--- src/rtl/srls_pkg.sv ---
// Package for the per-lane link status block: register map, bit
// positions, reset values and the lane input carrier.
// Assumes one clock domain shared with the lane receive logic.
package srls_pkg;

   // ------------------------------------------------------------
   // Register map
   // ------------------------------------------------------------
   localparam int unsigned NUM_LANES = 3;
   localparam int unsigned ADDR_W = 12;
   localparam int unsigned DATA_W = 8;
   localparam int unsigned CNT_W = 8;
   localparam logic [11:0] LANE2_LINK_STATUS_ADDR = 12'h04B2;
   localparam logic [11:0] LANE3_LINK_STATUS_ADDR = 12'h04B3;
   localparam logic [11:0] LANE4_LINK_STATUS_ADDR = 12'h04B4;
   localparam logic [7:0] LINK_STATUS_RESET = 8'h00;
   localparam logic [7:0] UNMAPPED_READ = 8'h00;

   // ------------------------------------------------------------
   // Status bit positions
   // ------------------------------------------------------------
   localparam int unsigned GROUP_LOCKED_BIT = 0;
   localparam int unsigned FRAME_LOCKED_BIT = 1;
   localparam int unsigned SUM_MATCH_BIT = 2;
   localparam int unsigned ALIGN_SYNC_BIT = 3;
   localparam int unsigned DESKEW_OK_BIT = 4;
   localparam int unsigned STRAY_CTRL_BIT = 5;
   localparam int unsigned BAD_SYMBOL_BIT = 6;
   localparam int unsigned DISPARITY_BIT = 7;

   // ------------------------------------------------------------
   // Carriers
   // ------------------------------------------------------------
   typedef struct packed {
      logic groupLocked;
      logic frameLocked;
      logic sumMatch;
      logic alignmentSyncOk;
      logic deskewOk;
      logic [7:0] disparityCount;
      logic [7:0] badSymbolCount;
      logic [7:0] strayControlCount;
   } srls_lane_in_s;

   typedef struct packed {
      logic rdEn;
      logic [11:0] addr;
   } srls_rd_req_s;

endpackage

--- src/rtl/srls_link_status.sv ---
// Top of the per-lane link status block: three lane status registers
// (lanes 2, 3, 4) behind a read-only register port.
// Assumes lane flags, counts and threshold are synchronous to clk.
`timescale 1ns/10ps

// Operation
// - Bit 3: initial lane sync achieved
// - Bit 2: configuration checksum correct
// - Bit 1: frame sync achieved
// - Bit 0: code group sync achieved
// - Bit 7: disparity count at/above threshold
// - Bit 6: bad symbol count at/above threshold
// - Bit 5: stray control count at/above threshold
// - Bit 4: interlane deskew achieved
// - Lanes 3,4 at 0x4B3/0x4B4, reset 0, read-only
module srls_link_status
(
   // Clock and reset
   input wire logic clk,
   input wire logic rst_n,
   // Lane state, lanes 2..4 in index order
   input srls_pkg::srls_lane_in_s [2:0] laneIn,
   input wire logic [7:0] errorCountLimit,
   // Register read port
   input srls_pkg::srls_rd_req_s rdReq,
   output logic [7:0] rdData_q,
   output logic rdValid_q,
   output logic rdHit_q
);

   // ------------------------------------------------------------
   // Local sizes and lane slots
   // ------------------------------------------------------------
   localparam int unsigned AW = srls_pkg::ADDR_W;
   localparam int unsigned DW = srls_pkg::DATA_W;
   // Slot of each lane in the carrier and in the decode result
   localparam logic [1:0] SLOT_LANE2 = 2'h0;
   localparam logic [1:0] SLOT_LANE3 = 2'h1;
   localparam logic [1:0] SLOT_LANE4 = 2'h2;

   // ------------------------------------------------------------
   // Status byte helpers
   // ------------------------------------------------------------
   // One flag of a status byte
   function automatic logic flagAt(input logic [DW-1:0] status,
                                   input int unsigned pos);
      flagAt = status[pos];
   endfunction

   // Byte image of a lane from its named flags
   function automatic logic [DW-1:0] packStatus
   (
      input logic groupLocked,
      input logic frameLocked,
      input logic sumMatch,
      input logic alignSyncOk,
      input logic deskewOk,
      input logic strayOverLimit,
      input logic badSymbolOverLimit,
      input logic disparityOverLimit
   );
      packStatus = srls_pkg::LINK_STATUS_RESET;
      packStatus[srls_pkg::GROUP_LOCKED_BIT] = groupLocked;
      packStatus[srls_pkg::FRAME_LOCKED_BIT] = frameLocked;
      packStatus[srls_pkg::SUM_MATCH_BIT] = sumMatch;
      packStatus[srls_pkg::ALIGN_SYNC_BIT] = alignSyncOk;
      packStatus[srls_pkg::DESKEW_OK_BIT] = deskewOk;
      packStatus[srls_pkg::STRAY_CTRL_BIT] = strayOverLimit;
      packStatus[srls_pkg::BAD_SYMBOL_BIT] = badSymbolOverLimit;
      packStatus[srls_pkg::DISPARITY_BIT] = disparityOverLimit;
   endfunction

   // Read image of a decoded slot; unmapped reads as zero
   function automatic logic [DW-1:0] pickImage
   (
      input logic hit,
      input logic [1:0] slot,
      input logic [DW-1:0] lane2Image,
      input logic [DW-1:0] lane3Image,
      input logic [DW-1:0] lane4Image
   );
      pickImage = srls_pkg::UNMAPPED_READ;
      if (hit)
      begin
         case (slot)
            SLOT_LANE2: pickImage = lane2Image;
            SLOT_LANE3: pickImage = lane3Image;
            SLOT_LANE4: pickImage = lane4Image;
            default: pickImage = srls_pkg::UNMAPPED_READ;
         endcase
      end
   endfunction

   // ------------------------------------------------------------
   // Lane status registers
   // ------------------------------------------------------------
   srls_pkg::srls_lane_in_s lane2In;
   srls_pkg::srls_lane_in_s lane3In;
   srls_pkg::srls_lane_in_s lane4In;
   logic [DW-1:0] lane2Status;
   logic [DW-1:0] lane3Status;
   logic [DW-1:0] lane4Status;

   assign lane2In = laneIn[SLOT_LANE2];
   assign lane3In = laneIn[SLOT_LANE3];
   assign lane4In = laneIn[SLOT_LANE4];

   // Lane 2
   srls_lane_status u_lane2
   (
      .clk(clk),
      .rst_n(rst_n),
      .laneIn(lane2In),
      .errorCountLimit(errorCountLimit),
      .status_q(lane2Status)
   );

   // Lane 3
   srls_lane_status u_lane3
   (
      .clk(clk),
      .rst_n(rst_n),
      .laneIn(lane3In),
      .errorCountLimit(errorCountLimit),
      .status_q(lane3Status)
   );

   // Lane 4
   srls_lane_status u_lane4
   (
      .clk(clk),
      .rst_n(rst_n),
      .laneIn(lane4In),
      .errorCountLimit(errorCountLimit),
      .status_q(lane4Status)
   );

   // ------------------------------------------------------------
   // Named status flags
   // ------------------------------------------------------------
   // Lane 2
   logic lane2GroupLocked;
   logic lane2FrameLocked;
   logic lane2SumMatch;
   logic lane2AlignmentSyncOk;
   logic lane2DeskewOk;
   logic lane2StrayControlOverLimit;
   logic lane2BadSymbolOverLimit;
   logic lane2DisparityOverLimit;

   // Lane 3
   logic lane3GroupLocked;
   logic lane3FrameLocked;
   logic lane3SumMatch;
   logic lane3AlignmentSyncOk;
   logic lane3DeskewOk;
   logic lane3StrayControlOverLimit;
   logic lane3BadSymbolOverLimit;
   logic lane3DisparityOverLimit;

   // Lane 4
   logic lane4GroupLocked;
   logic lane4FrameLocked;
   logic lane4SumMatch;
   logic lane4AlignmentSyncOk;
   logic lane4DeskewOk;
   logic lane4StrayControlOverLimit;
   logic lane4BadSymbolOverLimit;
   logic lane4DisparityOverLimit;

   // Lane 2
   assign lane2GroupLocked =
      flagAt(lane2Status, srls_pkg::GROUP_LOCKED_BIT);
   assign lane2FrameLocked =
      flagAt(lane2Status, srls_pkg::FRAME_LOCKED_BIT);
   assign lane2SumMatch =
      flagAt(lane2Status, srls_pkg::SUM_MATCH_BIT);
   assign lane2AlignmentSyncOk =
      flagAt(lane2Status, srls_pkg::ALIGN_SYNC_BIT);
   assign lane2DeskewOk =
      flagAt(lane2Status, srls_pkg::DESKEW_OK_BIT);
   assign lane2StrayControlOverLimit =
      flagAt(lane2Status, srls_pkg::STRAY_CTRL_BIT);
   assign lane2BadSymbolOverLimit =
      flagAt(lane2Status, srls_pkg::BAD_SYMBOL_BIT);
   assign lane2DisparityOverLimit =
      flagAt(lane2Status, srls_pkg::DISPARITY_BIT);

   // Lane 3
   assign lane3GroupLocked =
      flagAt(lane3Status, srls_pkg::GROUP_LOCKED_BIT);
   assign lane3FrameLocked =
      flagAt(lane3Status, srls_pkg::FRAME_LOCKED_BIT);
   assign lane3SumMatch =
      flagAt(lane3Status, srls_pkg::SUM_MATCH_BIT);
   assign lane3AlignmentSyncOk =
      flagAt(lane3Status, srls_pkg::ALIGN_SYNC_BIT);
   assign lane3DeskewOk =
      flagAt(lane3Status, srls_pkg::DESKEW_OK_BIT);
   assign lane3StrayControlOverLimit =
      flagAt(lane3Status, srls_pkg::STRAY_CTRL_BIT);
   assign lane3BadSymbolOverLimit =
      flagAt(lane3Status, srls_pkg::BAD_SYMBOL_BIT);
   assign lane3DisparityOverLimit =
      flagAt(lane3Status, srls_pkg::DISPARITY_BIT);

   // Lane 4
   assign lane4GroupLocked =
      flagAt(lane4Status, srls_pkg::GROUP_LOCKED_BIT);
   assign lane4FrameLocked =
      flagAt(lane4Status, srls_pkg::FRAME_LOCKED_BIT);
   assign lane4SumMatch =
      flagAt(lane4Status, srls_pkg::SUM_MATCH_BIT);
   assign lane4AlignmentSyncOk =
      flagAt(lane4Status, srls_pkg::ALIGN_SYNC_BIT);
   assign lane4DeskewOk =
      flagAt(lane4Status, srls_pkg::DESKEW_OK_BIT);
   assign lane4StrayControlOverLimit =
      flagAt(lane4Status, srls_pkg::STRAY_CTRL_BIT);
   assign lane4BadSymbolOverLimit =
      flagAt(lane4Status, srls_pkg::BAD_SYMBOL_BIT);
   assign lane4DisparityOverLimit =
      flagAt(lane4Status, srls_pkg::DISPARITY_BIT);

   // ------------------------------------------------------------
   // Register images
   // ------------------------------------------------------------
   logic [DW-1:0] lane2Image;
   logic [DW-1:0] lane3Image;
   logic [DW-1:0] lane4Image;

   assign lane2Image = packStatus(lane2GroupLocked, lane2FrameLocked,
      lane2SumMatch, lane2AlignmentSyncOk, lane2DeskewOk,
      lane2StrayControlOverLimit, lane2BadSymbolOverLimit,
      lane2DisparityOverLimit);

   assign lane3Image = packStatus(lane3GroupLocked, lane3FrameLocked,
      lane3SumMatch, lane3AlignmentSyncOk, lane3DeskewOk,
      lane3StrayControlOverLimit, lane3BadSymbolOverLimit,
      lane3DisparityOverLimit);

   assign lane4Image = packStatus(lane4GroupLocked, lane4FrameLocked,
      lane4SumMatch, lane4AlignmentSyncOk, lane4DeskewOk,
      lane4StrayControlOverLimit, lane4BadSymbolOverLimit,
      lane4DisparityOverLimit);

   // ------------------------------------------------------------
   // Read port
   // ------------------------------------------------------------
   logic rdTake;
   logic [AW-1:0] rdAddr;
   logic decHit;
   logic [1:0] decIdx;
   logic [DW-1:0] rdData_d;

   assign rdTake = rdReq.rdEn;
   assign rdAddr = rdReq.addr;

   srls_reg_decode u_dec
   (
      .addr(rdAddr),
      .hit(decHit),
      .laneIdx(decIdx)
   );

   // Unmapped addresses read as zero; nothing is cleared on read
   always_comb
   begin
      rdData_d = pickImage(decHit, decIdx, lane2Image, lane3Image,
         lane4Image);
   end

   // Answer strobe, one cycle after each taken read
   always_ff @(posedge clk or negedge rst_n)
   begin
      if (!rst_n)
         rdValid_q <= 1'b0;
      else
         rdValid_q <= rdTake;
   end

   // Mapped-address flag, alongside the strobe
   always_ff @(posedge clk or negedge rst_n)
   begin
      if (!rst_n)
         rdHit_q <= 1'b0;
      else
         rdHit_q <= rdTake & decHit;
   end

   // Read data holds until the next taken read
   always_ff @(posedge clk or negedge rst_n)
   begin
      if (!rst_n)
         rdData_q <= srls_pkg::LINK_STATUS_RESET;
      else
      begin
         if (rdTake)
            rdData_q <= rdData_d;
      end
   end

endmodule // srls_link_status

--- src/rtl/srls_lane_status.sv ---
// One lane's 8-bit link status register.
// Assumes sync flags and error counts come from the lane receiver
// in this clock domain.
`timescale 1ns/10ps
module srls_lane_status
(
   // Clock and reset
   input wire logic clk,
   input wire logic rst_n,
   // Lane state and threshold
   input srls_pkg::srls_lane_in_s laneIn,
   input wire logic [7:0] errorCountLimit,
   // Status register
   output logic [7:0] status_q
);

   // Count at or above the threshold
   function automatic logic overLimit(input logic [7:0] cnt,
                                      input logic [7:0] lim);
      overLimit = (cnt >= lim);
   endfunction

   logic [7:0] status_d;

   always_comb
   begin
      status_d = srls_pkg::LINK_STATUS_RESET;
      status_d[srls_pkg::GROUP_LOCKED_BIT] = laneIn.groupLocked;
      status_d[srls_pkg::FRAME_LOCKED_BIT] = laneIn.frameLocked;
      status_d[srls_pkg::SUM_MATCH_BIT] = laneIn.sumMatch;
      status_d[srls_pkg::ALIGN_SYNC_BIT] = laneIn.alignmentSyncOk;
      status_d[srls_pkg::DESKEW_OK_BIT] = laneIn.deskewOk;
      status_d[srls_pkg::STRAY_CTRL_BIT] =
         overLimit(laneIn.strayControlCount, errorCountLimit);
      status_d[srls_pkg::BAD_SYMBOL_BIT] =
         overLimit(laneIn.badSymbolCount, errorCountLimit);
      status_d[srls_pkg::DISPARITY_BIT] =
         overLimit(laneIn.disparityCount, errorCountLimit);
   end

   // Tracks live state every cycle
   always_ff @(posedge clk or negedge rst_n)
   begin
      if (!rst_n)
         status_q <= srls_pkg::LINK_STATUS_RESET;
      else
         status_q <= status_d;
   end

endmodule // srls_lane_status

--- src/rtl/srls_reg_decode.sv ---
// Address decode for the lane status registers.
// Assumes the register port presents a full 12-bit address.
`timescale 1ns/10ps
module srls_reg_decode
(
   // Request
   input wire logic [11:0] addr,
   // Decode result
   output logic hit,
   output logic [1:0] laneIdx
);

   always_comb
   begin
      hit = 1'b1;
      laneIdx = 2'h0;
      case (addr)
         srls_pkg::LANE2_LINK_STATUS_ADDR: laneIdx = 2'h0;
         srls_pkg::LANE3_LINK_STATUS_ADDR: laneIdx = 2'h1;
         srls_pkg::LANE4_LINK_STATUS_ADDR: laneIdx = 2'h2;
         default: hit = 1'b0;
      endcase
   end

endmodule // srls_reg_decode

--- config.mk ---
export PLATFORM = sky130hd
export DESIGN_NAME = srls_link_status
export DESIGN_NICKNAME = d
export VERILOG_FILES = /design/src/rtl/srls_pkg.sv /design/src/rtl/srls_link_status.sv /design/src/rtl/srls_lane_status.sv /design/src/rtl/srls_reg_decode.sv
export SDC_FILE = /design/constraint.sdc
export NUM_CORES = 1
export LEC_CHECK = 0
export BUFFER_PORTS_ARGS = -buffer_cell sky130_fd_sc_hd__buf_2
export CORE_MARGIN = 2
export CORE_UTILIZATION = 53
export DETAILED_ROUTE_END_ITERATION = 8
export PLACE_DENSITY = 0.95
export REMOVE_ABC_BUFFERS = 1
export SYNTH_ARGS = -nofsm -noshare
export SYNTH_HDL_FRONTEND = slang
export SYNTH_SLANG_ARGS = --single-unit
--- constraint.sdc ---
create_clock -name clk -period 2.7 [get_ports clk]
set_input_delay 0.135 -clock clk [delete_from_list [all_inputs] [get_ports clk]]
set_output_delay 0.135 -clock clk [all_outputs]
set_load 0.03 [all_outputs]
==> impl_metrics.csv <==
group,metric,value,unit
setup_path,cp_max_fo,9,
clocking,h-tree-depth,2,
place,dp_cells,448,
finish,syn_to_final_growth,31.7,%
yosys,synth_cell_types,23,
yosys,synth-compound-area-share,0.183,
sta,whs,0.0768,ns
yosys,synthMuxAreaShare,0.00352,
yosys,synthSimpleGateAreaFrac,0.153,
clocking,root_buffer,"clkbuf_8",
yosys,synthCells,264,
setup_path,cp_slowest_cell,"a2111oi_0",
global_route,grt_use_total,0.288,
setup_path,worstSetupPathType,"input port to register",
drt,drt-total-wl,8260,um
run,max_cap_viol_count,0,
setup_path,crit_chain,"buf_2 -> inv_1 -> ha_1 -> a2111oi_0 -> o31ai_1",
sta,fmax,784,MHz
setup_path,startpoint,"errorCountLimit[1]",
sta,hold_viol_final,0,
sta,period_share,0.472,
die,fp.dieH,77.3,um
sta,finalSetupTns,0,ns
yosys,ys_warn_count,0,
power,power,1.34,mW
finish,final_cell_mix,"buf_2 (119), ha_1 (72), dfrtp_1 (34)",
drt,wire_per_inst,17.5,um
global_route,overflow,0,
global_route,grt_antenna_before_repair,0,
drt,detail-route-antenna-nets,0,
global_route,grt_pass1_wl,13400,um
finish,n_antenna_cell,0,
place,gp_congestion,0.795,
die,core.rowCount,26,
finish,fin_nets,583,
drt,routed_via_density,5.79,
finish,final_core_util,0.729,
setup_path,rr_startpoint,"u_lane4.status_q[4]",
sta,setup_violations,0,
global_route,grt_pass1_vias,3020,
setup_path,r2r.worst_path.cells,3,
yosys,synth_fa_ha_area_frac,0.316,
place,portBuffers,119,
yosys,postSynthAreaPerCell,10.8,sq um
finish,final_area,3750,sq um
die,fp.dieW,77.3,um
setup_path,r2r-end,"rdData_q[4]",
clocking,cts.sinks,34,
sta,relSlewSlack,0.487,
finish,final_common_cell,"buf_2",
finish,layout-drive-gt1-share,0.371,
status,status,"finished, final reports clean",
sta,tightest_slew,0.769,ns
sta,period_minus_slack,1.28,ns
place,placed_area,3490,sq um
yosys,synth-seq-cells,34,
yosys,yosys.area_share.xor_xnor,0,
clocking,clk_pin_slew_worst_paths,0.08,ns
drt,drc,0,
sta,rsz0062_at_grt,"false",
power,vdd_drop_max,0.231,mV
clocking,cts_tree,"yes",
clocking,cts_max_path_buffers,2,
drt,first_pass_iters,4,
finish,fin_cells,472,
drt,drtIter0Drc,98,
place,dp_hpwl,6140,um
die,num_io_pins,120,
setup_path,arrival,1.43,ns
power,cellLeakagePower,1.95,nW
die,die_area,5970,sq um
yosys,synth_top_family_by_area,"adder cells",
clocking,numCtsBuffers,5,
yosys,netlist_area,2850,sq um
yosys,ys_seq_area_frac,0.299,
power,power.density,357,nW/um^2
setup_path,max_stage_delay,0.44,ns
place,post-place-ws,1.16,ns
setup_path,cp.required,2.86,ns
sta,setup_ws,1.42,ns
drt,vias,2735,
setup_path,crit_end,"u_lane4.status_q[5]",
die,core_region_area,5140,sq um
sta,skew,0.00753,ns
die,start_util,0.554,
global_route,grt_start_max_net_pins,35,
setup_path,endpoint_kind,"register",
sta,maxSlewViolCount,0,
setup_path,rrSetupSlack,1.66,ns
setup_path,setup.worst_path.start_class,"input port",
clocking,clk_latency,0.29,ns
min_path,min_path_type,"input port to register",
power breakdown:
part,internal (mW),switching (mW),leakage (nW)
clock,0.205,0.194,0.0472
combinational,0.196,0.193,1.48
sequential,0.538,0.0125,0.421
total,0.939,0.399,1.95
final cells by class:
| type | count | area [sq um] |
|---|---|---|
| fill | 370 | 1390 |
| sequential | 34 | 851 |
| multi-input combinational | 201 | 1870 |
| clock buffer | 6 | 82.6 |
| timing repair buffer | 135 | 756 |
| inverter | 24 | 90.1 |
| clock inverter | 2 | 12.5 |
| tap | 70 | 87.6 |
cells in the mapped netlist:
| master | instances | area [sq um] |
|---|---|---|
| nor4b_2 | 1 | 15.0 |
| buf_6 | 1 | 11.3 |
| nand2_1 | 9 | 33.8 |
| nand4b_2 | 1 | 15.0 |
| and3b_1 | 1 | 8.76 |
| buf_2 | 2 | 10.0 |
| mux2i_1 | 1 | 10.0 |
| a211oi_2 | 8 | 100 |
| and4b_1 | 1 | 10.0 |
| nand2b_1 | 9 | 56.3 |
| nor2_1 | 11 | 41.3 |
| and4bb_2 | 12 | 150 |
| buf_4 | 2 | 15.0 |
| o22ai_1 | 8 | 50.1 |
| o21a_1 | 18 | 135 |
| a21oi_1 | 18 | 90.1 |
| dfrtp_1 | 34 | 851 |
| nand4_1 | 9 | 56.3 |
| ha_1 | 72 | 901 |
| o31ai_1 | 9 | 67.6 |
| inv_1 | 24 | 90.1 |
| and4bb_1 | 4 | 50.1 |
| a2111oi_0 | 9 | 78.8 |
metal layers:
metal	track usage	vias to the layer above	part of all wire
met1	0.292	1314	0.36
met5	0	-	0
li1	-	1284	-
met4	0.113	0	0.021
met2	0.549	118	0.54
met3	0.0824	19	0.074
worst min path at each step:
| stage | startpoint | to | cells past startpoint |
|---|---|---|---|
| after floorplan | rst_n | rdData_q[0] | 0 |
| after global placement | rst_n | u_lane4.status_q[0] | 1 |
| after detailed placement | rst_n | u_lane4.status_q[0] | 1 |
| after CTS | rdReq[12] | rdValid_q | 1 |
| after global routing | rdReq[12] | rdValid_q | 1 |
| final | rdReq[12] | rdValid_q | 1 |
cell families (layout without fill, tap and decap cells):
logic type | after synthesis | in the layout
buffers and inverters | 29 | 167
flip-flops | 34 | 34
AND/OR/NAND/NOR | 58 | 58
adder cells (fa/ha/maj) | 72 | 72
AO/OA/AOI/OAI | 70 | 70
multiplexers | 1 | 1
registers in the layout (all words and copies together) (netlist names):
name and flops:
rdData_q 8, rdHit_q 1, rdValid_q 1, u_lane2.status_q 8, u_lane3.status_q 8, u_lane4.status_q 8
what timing repair did:
item                                   in CTS  in global routing
setup endpoints to repair                   0                  0
resized for setup                           0                  0
hold buffers                               16                  0
endpoints found under the hold margin      49                  0
buffers inserted                            0                  0
worst max-delay path, delay by kind of cell:
family,cells,cell delay (ns)
buffers and inverters,2,0.39
adder cells (fa/ha/maj),1,0.30
AO/OA/AOI/OAI,2,0.60
Note: power is estimated with default switching activity, not from simulation.
